## config.mk

```make
export PLATFORM = sky130hd
export DESIGN_NAME = watchdog_timer
export DESIGN_NICKNAME = d
export VERILOG_FILES = /design/src/logic/wdt_pkg.sv /design/src/logic/watchdog_timer.sv
export VERILOG_INCLUDE_DIRS = /design/src /design/src/logic
export SDC_FILE = /design/constraint.sdc
export NUM_CORES = 1
export LEC_CHECK = 0
export ABC_AREA = 1
export BUFFER_PORTS_ARGS = -buffer_cell sky130_fd_sc_hd__buf_4
export CAP_MARGIN = 10
export CORE_ASPECT_RATIO = 1.25
export CORE_MARGIN = 4
export CORE_UTILIZATION = 35
export DETAILED_ROUTE_END_ITERATION = 10
export GPL_TIMING_DRIVEN = 0
export PLACE_DENSITY = 0.64
export SLEW_MARGIN = 20
export SYNTH_ARGS = -nofsm -noshare
export SYNTH_HDL_FRONTEND = slang
export SYNTH_SLANG_ARGS = --single-unit
```

## constraint.sdc

```tcl
create_clock -name clk_i -period 5 [get_ports clk_i]
set_clock_uncertainty 0.2 [all_clocks]
set_input_delay 0.5 -clock clk_i [delete_from_list [all_inputs] [get_ports clk_i]]
set_output_delay 0.5 -clock clk_i [all_outputs]
set_load 0.05 [all_outputs]
```

## src/logic/wdt_params.svh

```systemverilog
// Register map, field positions, reset values and keys of the watchdog timer
// What this block does
// - The watchdog clock is the low-speed crystal or the low-speed RC oscillator, picked by the source select bit.
// - The period field picks a time-out of 2^8, 2^10, 2^12, 2^14 or 2^15 to 2^18 watchdog clocks.
// - Key 10101B stops the watchdog and key 01010B runs it.
// - Any other key value resets the controller 2 to 3 RC oscillator cycles later.
// - A key-corruption reset sets bit 0 of the reset cause flags.
// - That flag is cleared only by software writing 0 to it, never by hardware.
// - After power-on the key field holds 01010B and the period field holds 011.
// - An overflow in normal operation resets the whole device and sets the time-out flag.
// - An overflow in sleep or idle sets the time-out flag and clears only program counter and stack pointer.
// - The counter clears on a key-corruption reset, the clear instruction, a halt or a low reset pin.
// - Bits 7 to 3 of the reset cause flags read as zero.
// - A halt clears the counter, which keeps counting when enabled and stays stopped when disabled.
// - A halt sets the power-down flag and clears the time-out flag.
`ifndef WDT_PARAMS_SVH
`define WDT_PARAMS_SVH

`define WDT_CTRL_OFS  12'h000
`define RST_FLAG_OFS  12'h004
`define SYS_CLK_OFS   12'h008
`define CORE_STAT_OFS 12'h00C
`define IRQ_STAT_OFS  12'h010
`define IRQ_MASK_OFS  12'h014

`define WDT_CTRL_POR  8'h53
`define KEY_ENABLE    5'h0A
`define KEY_DISABLE   5'h15
`define KEY_MSB       7
`define KEY_LSB       3
`define PER_MSB       2
`define PER_LSB       0
`define KEYFLAG_BIT   0
`define FSS_BIT       0
`define TO_BIT        0
`define PDF_BIT       1
`define IRQ_TO_BIT    0
`define IRQ_KEY_BIT   1
`define IRQ_W         2

`define CNT_W         18
`define LAST_2P8      18'h000FF
`define LAST_2P10     18'h003FF
`define LAST_2P12     18'h00FFF
`define LAST_2P14     18'h03FFF
`define LAST_2P15     18'h07FFF
`define LAST_2P16     18'h0FFFF
`define LAST_2P17     18'h1FFFF
`define LAST_2P18     18'h3FFFF

`endif

```

## src/logic/wdt_pkg.sv

```systemverilog
// Types shared by the watchdog timer and its bench
package wdt_pkg;
  typedef struct packed {
    logic        psel;
    logic        penable;
    logic        pwrite;
    logic [11:0] paddr;
    logic [31:0] pwdata;
  } apb_req_t;

  typedef struct packed {
    logic clear_watchdog_instruction;
    logic halt_instruction;
    logic sleep_idle_mode;
  } core_cmd_t;

  typedef enum logic [1:0] {
    KEY_OK = 2'b00,
    KEY_W1 = 2'b01,
    KEY_W2 = 2'b11,
    KEY_W3 = 2'b10
  } key_state_t;
endpackage

```

## src/logic/watchdog_timer.sv

```systemverilog
// Watchdog timer with keyed enable, APB registers and interrupt
//
// The placing of the registers and the APB slave port are this design's own decisions.
`timescale 1ns/1ns
`include "wdt_params.svh"
module watchdog_timer (
  input  wire logic             clk_i,
  input  wire logic             reset_n_i,
  input  wire wdt_pkg::apb_req_t apb_req_i,
  output logic                  pready_o,
  output logic [31:0]           prdata_o,
  output logic                  pslverr_o,
  input  wire wdt_pkg::core_cmd_t core_cmd_i,
  input  wire logic             low_speed_crystal_osc_i,
  input  wire logic             low_speed_internal_rc_osc_i,
  input  wire logic             external_reset_pin_n_i,
  output logic                  mcu_reset_o,
  output logic                  pc_sp_clear_o,
  output logic                  timeout_status_flag_o,
  output logic                  power_down_flag_o,
  output logic                  irq_o
);
  import wdt_pkg::*;

  // Last counter value before overflow for each period code
  function automatic logic [`CNT_W-1:0] period_last(input logic [2:0] sel);
    logic [`CNT_W-1:0] v;
    v = `LAST_2P8;
    unique case (sel)
      3'h0: v = `LAST_2P8;
      3'h1: v = `LAST_2P10;
      3'h2: v = `LAST_2P12;
      3'h3: v = `LAST_2P14;
      3'h4: v = `LAST_2P15;
      3'h5: v = `LAST_2P16;
      3'h6: v = `LAST_2P17;
      3'h7: v = `LAST_2P18;
    endcase
    return v;
  endfunction

  logic [7:0]        wdt_ctrl_r;
  logic              key_flag_r;
  logic              fss_r;
  logic              to_r;
  logic              pdf_r;
  logic [`IRQ_W-1:0] irq_stat_r;
  logic [`IRQ_W-1:0] irq_mask_r;
  logic [`CNT_W-1:0] cnt_r;
  key_state_t        key_state_r;
  logic              lxt_d_r;
  logic              low_speed_internal_rc_osc_d_r;
  logic              pready_r;
  logic [31:0]       prdata_r;
  logic              pslverr_r;
  logic              mcu_reset_r;
  logic              pc_sp_clear_r;
  logic              irq_r;

  logic [4:0] key;
  logic       key_legal;
  logic       wdt_en;
  logic       low_speed_internal_rc_osc_tick;
  logic       wd_tick;
  logic       overflow;
  logic       key_fire;
  logic       cnt_clear;
  logic       access;
  logic       wr_take;
  logic       rd_load;
  logic       addr_ok;
  logic       clr_cmd;
  logic       halt_cmd;
  logic       sleep;

  // Decode of key, clock ticks and bus phases
  assign key       = wdt_ctrl_r[`KEY_MSB:`KEY_LSB];
  assign key_legal = (key == `KEY_ENABLE) || (key == `KEY_DISABLE);
  assign wdt_en    = (key == `KEY_ENABLE);
  assign low_speed_internal_rc_osc_tick = low_speed_internal_rc_osc_i & ~low_speed_internal_rc_osc_d_r;
  assign wd_tick   = fss_r ? (low_speed_crystal_osc_i & ~lxt_d_r) : low_speed_internal_rc_osc_tick;
  assign overflow  = wd_tick && wdt_en && (cnt_r == period_last(wdt_ctrl_r[`PER_MSB:`PER_LSB]));
  assign key_fire  = (key_state_r == KEY_W3) && low_speed_internal_rc_osc_tick;
  assign clr_cmd   = core_cmd_i.clear_watchdog_instruction;
  assign halt_cmd  = core_cmd_i.halt_instruction;
  assign sleep     = core_cmd_i.sleep_idle_mode;
  assign cnt_clear = key_fire || clr_cmd || halt_cmd || !external_reset_pin_n_i;
  assign access    = apb_req_i.psel && apb_req_i.penable;
  assign wr_take   = access && pready_r && apb_req_i.pwrite;
  assign rd_load   = access && !pready_r;
  assign addr_ok   = (apb_req_i.paddr == `WDT_CTRL_OFS) || (apb_req_i.paddr == `RST_FLAG_OFS) ||
                     (apb_req_i.paddr == `SYS_CLK_OFS) || (apb_req_i.paddr == `CORE_STAT_OFS) ||
                     (apb_req_i.paddr == `IRQ_STAT_OFS) || (apb_req_i.paddr == `IRQ_MASK_OFS);

  // Previous levels of the slow clocks for edge detection
  always_ff @(posedge clk_i or negedge reset_n_i) begin
    if (!reset_n_i) begin
      lxt_d_r  <= 1'b0;
      low_speed_internal_rc_osc_d_r <= 1'b0;
    end else begin
      lxt_d_r  <= low_speed_crystal_osc_i;
      low_speed_internal_rc_osc_d_r <= low_speed_internal_rc_osc_i;
    end
  end

  // Divider counter, counting only while enabled
  always_ff @(posedge clk_i or negedge reset_n_i) begin
    if (!reset_n_i) begin
      cnt_r <= '0;
    end else if (cnt_clear) begin
      cnt_r <= '0;
    end else if (overflow) begin
      cnt_r <= '0;
    end else if (wd_tick && wdt_en) begin
      cnt_r <= cnt_r + `CNT_W'(1);
    end
  end

  // Delay from a bad key to the reset: three RC edges, i.e. 2 to 3 RC periods
  always_ff @(posedge clk_i or negedge reset_n_i) begin
    if (!reset_n_i) begin
      key_state_r <= KEY_OK;
    end else begin
      unique case (key_state_r)
        KEY_OK: if (!key_legal) key_state_r <= KEY_W1;
        KEY_W1: if (low_speed_internal_rc_osc_tick) key_state_r <= KEY_W2;
        KEY_W2: if (low_speed_internal_rc_osc_tick) key_state_r <= KEY_W3;
        KEY_W3: if (low_speed_internal_rc_osc_tick) key_state_r <= KEY_OK;
      endcase
    end
  end

  // Control register; reloaded to its power-on value by the key reset
  always_ff @(posedge clk_i or negedge reset_n_i) begin
    if (!reset_n_i) begin
      wdt_ctrl_r <= `WDT_CTRL_POR;
    end else if (key_fire) begin
      wdt_ctrl_r <= `WDT_CTRL_POR;
    end else if (wr_take && apb_req_i.paddr == `WDT_CTRL_OFS) begin
      wdt_ctrl_r <= apb_req_i.pwdata[7:0];
    end
  end

  // Key corruption flag: set wins, only a written 0 clears
  always_ff @(posedge clk_i or negedge reset_n_i) begin
    if (!reset_n_i) begin
      key_flag_r <= 1'b0;
    end else if (key_fire) begin
      key_flag_r <= 1'b1;
    end else if (wr_take && apb_req_i.paddr == `RST_FLAG_OFS && !apb_req_i.pwdata[`KEYFLAG_BIT]) begin
      key_flag_r <= 1'b0;
    end
  end

  // Slow clock source select
  always_ff @(posedge clk_i or negedge reset_n_i) begin
    if (!reset_n_i) begin
      fss_r <= 1'b0;
    end else if (wr_take && apb_req_i.paddr == `SYS_CLK_OFS) begin
      fss_r <= apb_req_i.pwdata[`FSS_BIT];
    end
  end

  // Time-out and power-down flags; an overflow beats a halt
  always_ff @(posedge clk_i or negedge reset_n_i) begin
    if (!reset_n_i) begin
      to_r  <= 1'b0;
      pdf_r <= 1'b0;
    end else begin
      if (overflow) begin
        to_r <= 1'b1;
      end else if (halt_cmd) begin
        to_r <= 1'b0;
      end
      if (halt_cmd) begin
        pdf_r <= 1'b1;
      end else if (clr_cmd) begin
        pdf_r <= 1'b0;
      end
    end
  end

  // Reset pulses towards the core
  always_ff @(posedge clk_i or negedge reset_n_i) begin
    if (!reset_n_i) begin
      mcu_reset_r   <= 1'b0;
      pc_sp_clear_r <= 1'b0;
    end else begin
      mcu_reset_r   <= (overflow && !sleep) || key_fire;
      pc_sp_clear_r <= overflow && sleep;
    end
  end

  // Interrupt status (write one to clear, set wins), mask and output
  always_ff @(posedge clk_i or negedge reset_n_i) begin
    if (!reset_n_i) begin
      irq_stat_r <= '0;
      irq_mask_r <= '0;
      irq_r      <= 1'b0;
    end else begin
      irq_stat_r[`IRQ_TO_BIT] <= overflow ||
        (irq_stat_r[`IRQ_TO_BIT] && !(wr_take && apb_req_i.paddr == `IRQ_STAT_OFS &&
                                      apb_req_i.pwdata[`IRQ_TO_BIT]));
      irq_stat_r[`IRQ_KEY_BIT] <= key_fire ||
        (irq_stat_r[`IRQ_KEY_BIT] && !(wr_take && apb_req_i.paddr == `IRQ_STAT_OFS &&
                                       apb_req_i.pwdata[`IRQ_KEY_BIT]));
      if (wr_take && apb_req_i.paddr == `IRQ_MASK_OFS) begin
        irq_mask_r <= apb_req_i.pwdata[`IRQ_W-1:0];
      end
      irq_r <= |(irq_stat_r & irq_mask_r);
    end
  end

  // APB slave: one wait state, read data and error loaded with pready
  always_ff @(posedge clk_i or negedge reset_n_i) begin
    if (!reset_n_i) begin
      pready_r  <= 1'b0;
      prdata_r  <= '0;
      pslverr_r <= 1'b0;
    end else begin
      pready_r  <= rd_load;
      pslverr_r <= rd_load && !addr_ok;
      if (rd_load) begin
        prdata_r <= '0;
        if (!apb_req_i.pwrite) begin
          unique case (apb_req_i.paddr)
            `WDT_CTRL_OFS:  prdata_r[7:0] <= wdt_ctrl_r;
            `RST_FLAG_OFS:  prdata_r[`KEYFLAG_BIT] <= key_flag_r;
            `SYS_CLK_OFS:   prdata_r[`FSS_BIT] <= fss_r;
            `CORE_STAT_OFS: prdata_r[`PDF_BIT:`TO_BIT] <= {pdf_r, to_r};
            `IRQ_STAT_OFS:  prdata_r[`IRQ_W-1:0] <= irq_stat_r;
            `IRQ_MASK_OFS:  prdata_r[`IRQ_W-1:0] <= irq_mask_r;
            default:        prdata_r <= '0;
          endcase
        end
      end
    end
  end

  assign pready_o              = pready_r;
  assign prdata_o              = prdata_r;
  assign pslverr_o             = pslverr_r;
  assign mcu_reset_o           = mcu_reset_r;
  assign pc_sp_clear_o         = pc_sp_clear_r;
  assign timeout_status_flag_o = to_r;
  assign power_down_flag_o     = pdf_r;
  assign irq_o                 = irq_r;
endmodule

```

* Yosys cells after proc, flatten, opt, wreduce, memory -nomap -nowiden
Memories as Yosys holds them, arrays and structs flattened.
Cells that the tools add are included.
W data, S select, Z words.
** Cells by class
- Equal/unequal tests :: 15
- Muxes and demuxes :: 21
- $add $sub $neg :: 1
- Shift operators :: 0
- $mul :: 0
- Reduce and logical (&&, ||, !) cells :: 48
- Div/mod/pow operators :: 0
- Bitwise operators :: 5
- $lt $le $gt $ge :: 0
** Operators with widths (count)
- $mux W18 :: 3
- $eq A12 B4 Y1 const B :: 2
- $eq A12 B5 Y1 const B :: 2
- $mux W8 :: 3
- $logic_and A1 B1 Y1 :: 20
- $add A18 B1 Y18 const B :: 1
- $eq A18 B18 Y1 :: 1
- $eq A12 B3 Y1 const B :: 1
- $logic_not A12 Y1 :: 1
- $logic_or A1 B1 Y1 :: 12
- $mux W2 :: 4
- $ne A2 B2 Y1 const B :: 4
- $pmux W2 S4 :: 1
- $reduce_bool A2 Y1 :: 4
- $logic_not A1 Y1 :: 7
- $mux W1 :: 7
- $mux W6 :: 1
- $pmux W1 S6 :: 1
- $eq A5 B4 Y1 const B :: 1
- $eq A5 B5 Y1 const B :: 1
- $eq A2 B2 Y1 const B :: 2
- $pmux W1 S4 :: 1
- $reduce_and A4 Y1 :: 1
- $reduce_bool A3 Y1 :: 1
- other kinds (6) :: 8
** Storage, ports and cells
- Latch bits :: 0
- Memories kept :: 1
- Output and inout port bits :: 39
- Logic and storage cells :: 108
- Register bits :: 75
- RAM bits :: 0
- ROM bits :: 80
** Memories
- (name not given) :: words 8, width 10, rd ports 1, clocked after memory_dff 0, wr ports 0, RTL line watchdog_timer.sv:29 : unique case (sel)

* Depth between registers and ports, before layout
Gate-level depths: netlist (run 1).
- Depth in word-level cells :: 8
- Mapped depth :: 12

* Worst setup path after synthesis (run 1)
OpenSTA, ideal clock, no wires.
- Path type :: input port to flip-flop
- Start point :: input port apb_req_i[33] in the netlist's numbering
- End point :: register wdt_ctrl_r[3]
- Slack :: 3.253 ns
- Stages :: 8
- Arrival time :: 1.465 ns
- Cell sequence :: nor2_2 -> nand2_1 -> nor2_4 -> nand2_4 -> o21ai_4 -> buf_4 -> nand3_1 -> o21ai_0
** On the way
- Word-level cells in the longest chain between the ends :: 3
** Ends and longest elaborated chain
- start: declaration :: RTL line watchdog_timer.sv:9 : input wire wdt_pkg::apb_req_t apb_req_i,
- $logic_not A12 Y1
- $logic_and A1 B1 Y1 (no source line)
- $reduce_bool A2 Y1 (no source line)
- end signal: assignment :: RTL line watchdog_timer.sv:136 : wdt_ctrl_r <= `WDT_CTRL_POR;
- end signal: assignment :: RTL line watchdog_timer.sv:138 : wdt_ctrl_r <= `WDT_CTRL_POR;
- end signal: assignment :: RTL line watchdog_timer.sv:140 : wdt_ctrl_r <= apb_req_i.pwdata[7:0];
- end: declaration :: RTL line watchdog_timer.sv:42 : logic [7:0] wdt_ctrl_r;
No other way between the ends.
A chain may end at the register's enable or synchronous reset.

* Final worst setup path (run 1)
- Start point :: register cnt_r[0]
- End point :: register cnt_r[5]
** On the way
- Word-level cells in the longest chain between the ends :: 4
- Elaborated cells between the ends (all ways) :: 7
- Classes of those cells :: 1 x add/sub; 1 x eq/ne; 3 x mux; 2 x reduce/logical
** Ends and longest elaborated chain
- start: declaration :: RTL line watchdog_timer.sv:49 : logic [`CNT_W-1:0] cnt_r;
- start signal: assignment :: RTL line watchdog_timer.sv:115 : cnt_r <= cnt_r + `CNT_W'(1);
- $add A18 B1 Y18 / $eq A18 B18 Y1 (equally long branches) :: RTL line watchdog_timer.sv:115, watchdog_timer.sv:82
- $mux W18 / $logic_and A1 B1 Y1 (equally long branches) :: RTL line watchdog_timer.sv:114, watchdog_timer.sv:82
- $mux W18 :: RTL line watchdog_timer.sv:112 : end else if (overflow) begin
- $mux W18 :: RTL line watchdog_timer.sv:110 : end else if (cnt_clear) begin
Several ways; a longest one is shown, not always the timed one. The select of a mux whose other input is x is not followed.

==> impl_metrics.ini, run 1 <==
[run_status]
outcome = complete, but fails checks
violations = hold timing

[floorplanning]
top_level_ports = 94
die-area_um2 = 9960
core-area_um2 = 8240
start_util = 0.3576
die_height_um = 110.6
die_width_um = 90.07
row_count = 37

[routing]
drt_wl_total_um = 6835
detail_route.first_pass.iterations = 4
viasPerCell = 4.625
drt_iter0_markers = 80
wire_per_inst_um = 12.14
drcViolationCount = 0
ant_nets = 0
num_vias = 2604

[placed_design]
io_buffers = 45
hpwlAfterDp_um = 5289
dpl_cell_area_um2 = 3492
gp_congestion = 0.8764

[grt]
first_global_vias = 2629
grt_pass1_wl_um = 11820
grt_overflow = 0
grt_use_total = 0.1401
grt_max_degree = 52
antenna_found_initial = 0

[critical_path]
cp-end-kind = flop
arrival_ns = 2.06
crit_path_max_fanout = 10
crit_required_ns = 5.00
crit_type = reg2reg
cp-start-kind = flop

[power]
p_leak_nw = 1.852
seqPwrFrac = 0.501
peakVddDrop_mv = 0.1523
p_int_w = 0.0006587
clkPwrFrac = 0.253
power.density_nw_per_um2 = 282.5
swShare = 0.3504
combPwrFrac = 0.246
finalPower_w = 0.001014
power_switching_w = 0.0003553

[synth]
netlist_instances = 390
yosysUniqueCellTypes = 31
ys_seq_area_frac = 0.4348
synth_area_um2 = 2947
synth_seq_cells = 51
postSynthAreaPerCell_um2 = 7.555
ys_warn_count = 0

[sta]
post-route-period-util = 0.4104
worst_pin_slew_ns = 0.6898
hold_viol_final = 3
setup_tns_ns = 0
max_freq_mhz = 487.4
fin_crit_ns = 2.052
relSlewSlack = 0.5366
rsz0062_at_grt = no
worst_hold_slack_ns = -0.001528
drv_slew = 0
setup_violations = 0

[clock_network]
clockBufferDepth = 2
cts-hold-fix-buffers = 0
cts-root-buf = clkbuf_8
post-cts-setup-buffer-count = 0
insertion_delay_ns = 0.31
numCtsBuffers = 5
cts.sinks = 51
cts_tree = done
cts.repair.resized = 0
ctsHtreeMaxLevel = 2
clkTransAtPathRegs_ns = 0.10

[cells_and_area]
layout.cell_area.non_filler_um2 = 3590
nFillCells = 867
diodes = 0
area_growth_pct = 21.83
final_layout_size_suffix_gt1_frac = 0.2103
seqCellArea_um2 = 1281
layout.nets = 521
multi_input_area_um2 = 1356
mostFrequentLayoutCell = nand2_1
final_cell_mix = nand2_1, buf_4, nor2_1, inv_1, dfrtp_1

[min_path]
hold_path_class = in2async

[job]
cap_violations = 0
## worst paths after layout
path	start	to	cells past startpoint	slack (ns)
max in group asynchronous	reset_n_i	cnt_r[17]	1	4.17
setup reg to reg	cnt_r[0]	cnt_r[5]	11	2.95
hold reg to reg	prdata_o[5]	prdata_o[5]	2	0.29
min in group clk_i	low_speed_crystal_osc_i	lxt_d_r	1	0.10
setup / recovery	cnt_r[0]	cnt_r[5]	11	2.95
hold / removal	reset_n_i	cnt_r[13]	1	-0.002
## synth_stat cells, drive strengths merged
| cell type | instances | area (um2) |
|---|---|---|
| nand2 | 98 | 397.9 |
| nor2 | 61 | 259.0 |
| dfrtp | 47 | 1176 |
| inv | 47 | 176.4 |
| nand3 | 30 | 150.1 |
| buf | 28 | 215.2 |
| o21ai | 24 | 131.4 |
| nand4 | 10 | 62.56 |
| nor3 | 9 | 45.04 |
| xor2 | 8 | 70.07 |
| o31ai | 6 | 45.04 |
| a21oi | 5 | 25.02 |
| dfstp | 4 | 105.1 |
| and3 | 2 | 12.51 |
| o22ai | 2 | 12.51 |
| a22o | 1 | 8.760 |
| a31oi | 1 | 6.260 |
| and2 | 1 | 6.260 |
| clkinv | 1 | 3.750 |
| conb | 1 | 3.750 |
| ha | 1 | 12.51 |
| nor3b | 1 | 7.510 |
| nor4 | 1 | 6.260 |
| o21bai | 1 | 7.510 |
## worst max-delay path, cell delays in order (launching register included)
cell     delay [ns]
dfrtp_1        0.41
ha_1           0.22
inv_1          0.05
nor2_1         0.15
nand2_1        0.15
nor2_1         0.12
nand2_1        0.07
nor2_2         0.15
nand2_4        0.12
nand2_4        0.11
buf_6          0.14
nor2_1         0.05
## per-layer routing
metal	vias to the layer above	wire length [um]	GRT usage
met3	14	375	0.03474
met4	0	143	0.05414
met1	1183	2879	0.1624
li1	1343	-	-
met5	-	0	0
met2	64	3437	0.2468
## flip-flops by register name, indices dropped and copies added (netlist names), 2 cells and up
register / flops
key_state_r: 2
wdt_ctrl_r: 8
cnt_r: 18
prdata_o: 8
irq_mask_r: 2
irq_stat_r: 2
## per-stage QoR
step,worst slack (ns),utilization,std cells
final,2.948,0.4356,563
after global routing,2.798,0.4356,563
after CTS,2.938,0.4356,563
after detailed placement,2.879,0.4238,555
after global placement,2.931,0.4238,555
after floorplan,3.253,-,413
## cell families after synthesis
family | synth area share
AO/OA/AOI/OAI | 0.08026
XOR/XNOR | 0.02378
adder cells (fa/ha/maj) | 0.004246
buffers and inverters | 0.1342
flip-flops | 0.4348
other | 0.001273
AND/OR/NAND/NOR | 0.3214
## power groups by stage
| stage | Clock, W | Sequential (W) | Combinational (W) |
|---|---|---|---|
| global route | 0.000281 | 0.000517 | 0.000284 |
| detailed placement | 0 | 0.000516 | 0.000249 |
| finish | 0.000256 | 0.000508 | 0.000249 |
| global placement | 0 | 0.000514 | 0.000242 |
| floorplan | 0 | 0.000511 | 0.000181 |
| CTS | 0.000265 | 0.000509 | 0.000251 |
## cell type report
type / instances / share of cell area
Inverter: 48 / 0.05019
Buffer: 28 / 0.05995
Clock inverter: 3 / 0.008017
Timing Repair Buffer: 45 / 0.09411
Tap cell: 97 / 0.03381
Sequential cell: 51 / 0.3569
Clock buffer: 5 / 0.01917
Multi-Input combinational cell: 286 / 0.3778
(Power assumes the default switching activity.)
==> run 2: changes to the inputs <==
==> constraint.sdc (replaced) <==
create_clock -name clk_i -period 2.05 [get_ports clk_i]
set_clock_uncertainty 0.2 [all_clocks]
set_input_delay 0.205 -clock clk_i [delete_from_list [all_inputs] [get_ports clk_i]]
set_output_delay 0.205 -clock clk_i [all_outputs]
set_load 0.05 [all_outputs]
==> impl_metrics.ini, run 2 (same netlist as run 1, synthesis figures left out) <==
[power]
peakVddDrop_mv = 0.3743
p_leak_nw = 1.939
power.density_nw_per_um2 = 660.2

[routing]
ant_nets = 0
drcViolationCount = 0
drt_wl_total_um = 7156
viasPerCell = 4.633
drt_iter0_markers = 106
num_vias = 2701
wire_per_inst_um = 12.27
detail_route.first_pass.iterations = 4

[floorplanning]
core-area_um2 = 8240
die_width_um = 90.07
die_height_um = 110.6
start_util = 0.3576
row_count = 37
top_level_ports = 94
die-area_um2 = 9960

[cells_and_area]
final_cell_mix = nand2_1, buf_4, nor2_1, inv_1, dfrtp_1
final_layout_size_suffix_gt1_frac = 0.2202
mostFrequentLayoutCell = nand2_1
largest_register_ffs = 18
layout.nets = 541
nFillCells = 848
multi_input_area_um2 = 1390
top_register = cnt_r
final_cells = 583
seqCellArea_um2 = 1281
area_growth_pct = 29.26
diodes = 0

[critical_path]
crit_required_ns = 2.05
cp-start-kind = flop
cp-end-kind = flop
crit_path_max_fanout = 10
arrival_ns = 1.93
crit_type = reg2reg

[placed_design]
dp_cells = 555
hpwlAfterDp_um = 5289
io_buffers = 45
gp_congestion = 0.8764
pre_cts_ws_ns = 0.01893

[sta]
max_freq_mhz = 520.4
worst_pin_slew_ns = 0.6931
fin_crit_ns = 1.922
drv_slew = 0
setup_violations = 0
fin_ws_ns = 0.1283
relSlewSlack = 0.5344
post-route-period-util = 0.9374
setup_tns_ns = 0
hold_viol_final = 0

[clock_network]
insertion_delay_ns = 0.32
clkTransAtPathRegs_ns = 0.11
cts-root-buf = clkbuf_8
numCtsBuffers = 5
clockBufferDepth = 2
cts_tree = done
ctsHtreeMaxLevel = 2
cts.sinks = 51

[grt]
grt_pass1_wl_um = 12230
first_global_vias = 2715
antenna_found_initial = 0
grt_max_degree = 52
grt_use_total = 0.1446
grt_overflow = 0

[min_path]
hold_path_class = in2reg

[job]
cap_violations = 0

[run_status]
outcome = finished, final reports clean
-- run 2: cell count changes in the layout (fill, tap and decap cells not counted), sizes merged --
| cell | change |
|---|---|
| buf | +3 |
| nand2 | +1 |
| dlygate4sd3 | +16 |
-- run 2: report_power, final --
group / switching (W) / total [W] / internal, W
Combinational: 0.000393 / 0.000615 / 0.000222
Sequential: 0.000118 / 0.00127 / 0.00115
Clock: 0.000378 / 0.000632 / 0.000254
-- run 2: layout make-up --
class,instances,area share
inverter,48,0.04731
clock inverter,3,0.007556
buffer,27,0.05519
tap,97,0.03187
multi-input combinational,287,0.3650
clock buffer,5,0.01807
timing repair buffer,65,0.1386
sequential,51,0.3364
-- run 2: critical path: stages (launching register included) --
cell and delay (ns):
dfrtp_1 0.39, ha_2 0.21, inv_1 0.05, nor2_2 0.14, nand2_2 0.11, nor2_1 0.11, nand2_1 0.09, nor2_4 0.14
nand2_4 0.10, nand2_4 0.09, buf_6 0.14, nor2_1 0.05
-- run 2: stage by stage --
stage                     utilization  cell area, um2  hold slack, ns  power (W)
after global routing           0.4622            3809          0.1097   0.002679
after floorplan                     -            3033         -0.2906   0.001687
after CTS                      0.4563            3760         0.08310   0.002526
final                          0.4622            3809         0.09687   0.002514
after global placement         0.4238            3492         0.07401   0.001843
after detailed placement       0.4238            3492         0.08305   0.001868
-- run 2: timing repair --
| item | in CTS | in global routing |
|---|---|---|
| hold buffers | 16 | 0 |
| setup buffers | 1 | 3 |
| endpoints found under the hold margin | 62 | 0 |
| gates cloned | 0 | 1 |
| resized for setup | 1 | 8 |
| pin swaps | 0 | 4 |
| setup endpoints to repair | 9 | 16 |
-- run 2: path summary, 6_finish.rpt --
| kind | start | endpoint | slack (ns) | cells after the start |
|---|---|---|---|---|
| worst max-delay path | cnt_r[1] | cnt_r[5] | 0.13 | 11 |
| worst min-delay path | apb_req_i[34] | pslverr_o | 0.1 | 4 |
| worst max register to register | cnt_r[1] | cnt_r[5] | 0.13 | 11 |
| worst min register to register | prdata_o[5] | prdata_o[5] | 0.29 | 2 |
| max in group asynchronous | reset_n_i | cnt_r[17] | 0.99 | 2 |
| min in group asynchronous | reset_n_i | cnt_r[13] | 0.24 | 2 |
-- run 2: per-layer routing --
| layer | track usage | up-vias | share of wire |
|---|---|---|---|
| li1 | - | 1382 | - |
| met4 | 0.05107 | 0 | 0.022 |
| met5 | 0 | - | 0 |
| met1 | 0.1672 | 1238 | 0.42 |
| met2 | 0.2582 | 67 | 0.51 |
| met3 | 0.03474 | 14 | 0.052 |
==> run 3: changes to the inputs <==
--- a/config.mk
+++ b/config.mk
@@ -6,7 +6,6 @@
 export SDC_FILE = /design/constraint.sdc
 export NUM_CORES = 1
 export LEC_CHECK = 0
-export ABC_AREA = 1
 export BUFFER_PORTS_ARGS = -buffer_cell sky130_fd_sc_hd__buf_4
 export CAP_MARGIN = 10
 export CORE_ASPECT_RATIO = 1.25
==> impl_metrics.ini, run 3 <==
[cells_and_area]
nFillCells = 741
diodes = 0
area_growth_pct = 37.83
final_cells = 474
final_cell_mix = buf_4, dfrtp_1, conb_1, nand2_1, dlygate4sd3_1
final_layout_size_suffix_gt1_frac = 0.3509
largest_register_ffs = 18
top_register = cnt_r
layout.nets = 434
mostFrequentLayoutCell = buf_4

[routing]
detail_route.first_pass.iterations = 4
viasPerCell = 4.876
num_vias = 2311
wire_per_inst_um = 13.74
ant_nets = 0
drt_iter0_markers = 92
drcViolationCount = 0
drt_wl_total_um = 6515

[critical_path]
ff2ff_path_depth = 7
cp-end-kind = flop
slowest_stage = or4_1
critPathMaxStageDelay_ns = 0.53
worstReg2RegStart = wdt_ctrl_r[1]
path_buf_inv = 2
crit_type = reg2reg
cp-start-kind = flop
crit_end = cnt_r[7]
cp_top_family = simple AND/OR/NAND/NOR gates
worstPathCellList = or4_1 -> o22ai_1 -> a31oi_1 -> nor4_4 -> buf_4 -> buf_6 -> nor3_1
crit_path_max_fanout = 5
arrival_ns = 2.20
crit_required_ns = 2.03
r2r-end = cnt_r[7]
cp-startpoint = wdt_ctrl_r[1]
regToRegSetupSlack_ns = -0.17
worstSetupPathDepth = 7

[run_status]
outcome = complete, but fails checks
violations = setup timing

[floorplanning]
die-area_um2 = 9559
die_height_um = 108.3
start_util = 0.3595
row_count = 36
top_level_ports = 94
core-area_um2 = 7838
die_width_um = 88.25

[synth]
ys.flop_type = dfrtp_1
synth_area_um2 = 2818
synth_top_area_frac = 0.4174
yosys-top-cells-area = dfrtp_1, buf_4, xor2_1
synth_seq_cells = 51
async_reset_ff_frac = 1.000
synth-edff-count = 0
postSynthAreaPerCell_um2 = 10.14
yosysUniqueCellTypes = 48
netlist_instances = 278
synth.top_cells.by_count = dfrtp_1, buf_4, nor3_1
ys_warn_count = 0
ys_seq_area_frac = 0.4547
yosysMostFrequentCell = dfrtp_1
yosys.area.top_type = dfrtp_1

[grt]
grt_use_total = 0.1359
grt_max_degree = 52
grt_pass1_wl_um = 10440
antenna_found_initial = 0
first_global_vias = 2267
grt_overflow = 0

[clock_network]
clockBufferDepth = 2
ctsHtreeMaxLevel = 2
cts-root-buf = clkbuf_8
clkTransAtPathRegs_ns = 0.10
cts.sinks = 51
numCtsBuffers = 5
insertion_delay_ns = 0.31
cts_tree = done

[sta]
setup_tns_ns = -3.202
rsz0062_at_grt = yes
drv_slew = 0
worst_hold_slack_ns = 0.008465
fin_ws_ns = -0.1718
setup_violations = 22
hold_viol_final = 0
max_freq_mhz = 450.1
post-route-period-util = 1.084
worst_pin_slew_ns = 0.6492
relSlewSlack = 0.5672
fin_crit_ns = 2.222

[min_path]
hold_path_class = in2reg
hold_depth = 3

[placed_design]
io_buffers = 44
hpwlAfterDp_um = 4596
dp_cells = 440
gp_congestion = 0.8232

[power]
power_switching_w = 0.0007600
power.density_nw_per_um2 = 640.5
p_int_w = 0.001727
combPwrFrac = 0.242
seqPwrFrac = 0.471
p_leak_nw = 1.825
swShare = 0.3055
peakVddDrop_mv = 0.3043
clkPwrFrac = 0.288

[job]
cap_violations = 0
## run 3: per-stage QoR
stage / setup slack [ns] / power [W] / cell area (um2) / util
2_1_floorplan: -0.05987 / 0.001560 / 2925 / -
3_3_place_gp: -0.3499 / 0.001699 / 3374 / 0.4306
3_5_place_dp: -0.3740 / 0.001708 / 3374 / 0.4306
4_1_cts: -0.1338 / 0.002463 / 3766 / 0.4805
5_1_grt: -0.2540 / 0.002621 / 3884 / 0.4955
6_report: -0.1718 / 0.002487 / 3884 / 0.4955
## run 3: cell type report
| type | count | area, um2 | share of cell area |
|---|---|---|---|
| timing repair buffer | 72 | 604.3 | 0.1556 |
| multi-input combinational | 205 | 1468 | 0.3779 |
| clock inverter | 3 | 46.29 | 0.01192 |
| clock buffer | 5 | 68.82 | 0.01772 |
| buffer | 36 | 269.0 | 0.06927 |
| tap | 95 | 118.9 | 0.03061 |
| sequential | 51 | 1282 | 0.3302 |
| inverter | 7 | 26.28 | 0.006765 |
## run 3: timing repair
action                                  CTS  global route
gates cloned                              2             0
pin swaps                                 9            11
endpoints found under the setup margin   22            34
resized for setup                        21            20
setup buffers                             3             8
hold endpoints to repair                 65             0
hold buffers                             16             0
## run 3: routing by layer
layer	GRT usage	up-vias	share of wire
met3	0.02363	4	0.067
met4	0.04536	0	0.0091
li1	-	1156	-
met5	0	-	0
met2	0.2524	65	0.53
met1	0.1539	1086	0.40
## run 3: worst reg2reg max path: cells and delay by family, from the launching register on
kind,cells,cell delay (ns)
flip-flops,1,0.40
AND/OR/NAND/NOR,3,0.90
AO/OA/AOI/OAI,2,0.27
buffers and inverters,2,0.33
## run 3: how the worst min path moves through the flow
stage | from | to
after floorplan | reset_n_i | cnt_r[0]
after global placement | reset_n_i | cnt_r[2]
after detailed placement | reset_n_i | cnt_r[2]
after CTS | core_cmd_i[1] | timeout_status_flag_o
after global routing | low_speed_internal_rc_osc_i | wdt_ctrl_r[6]
final | core_cmd_i[1] | timeout_status_flag_o
## run 3: cells by family (layout without fill, tap and decap cells)
kind of cell,after synthesis,after routing,synth area share
adders and majority gates,1,1,0.004440
other,1,24,0.001331
muxes,15,15,0.05995
buffers and inverters,45,123,0.1017
xor gates and xnor gates,15,15,0.04663
AOI/OAI and AO/OA,49,49,0.1274
and+or+nand+nor,101,101,0.2038
DFF,51,51,0.4547
## run 3: power groups by stage
stage | sequential, W | combinational (W) | clock [W]
after floorplan | 0.00118 | 0.000377 | 0
after global placement | 0.00118 | 0.000522 | 0
after detailed placement | 0.00118 | 0.000531 | 0
after CTS | 0.00116 | 0.000568 | 0.000736
after global routing | 0.00118 | 0.000654 | 0.000786
final | 0.00117 | 0.000601 | 0.000715
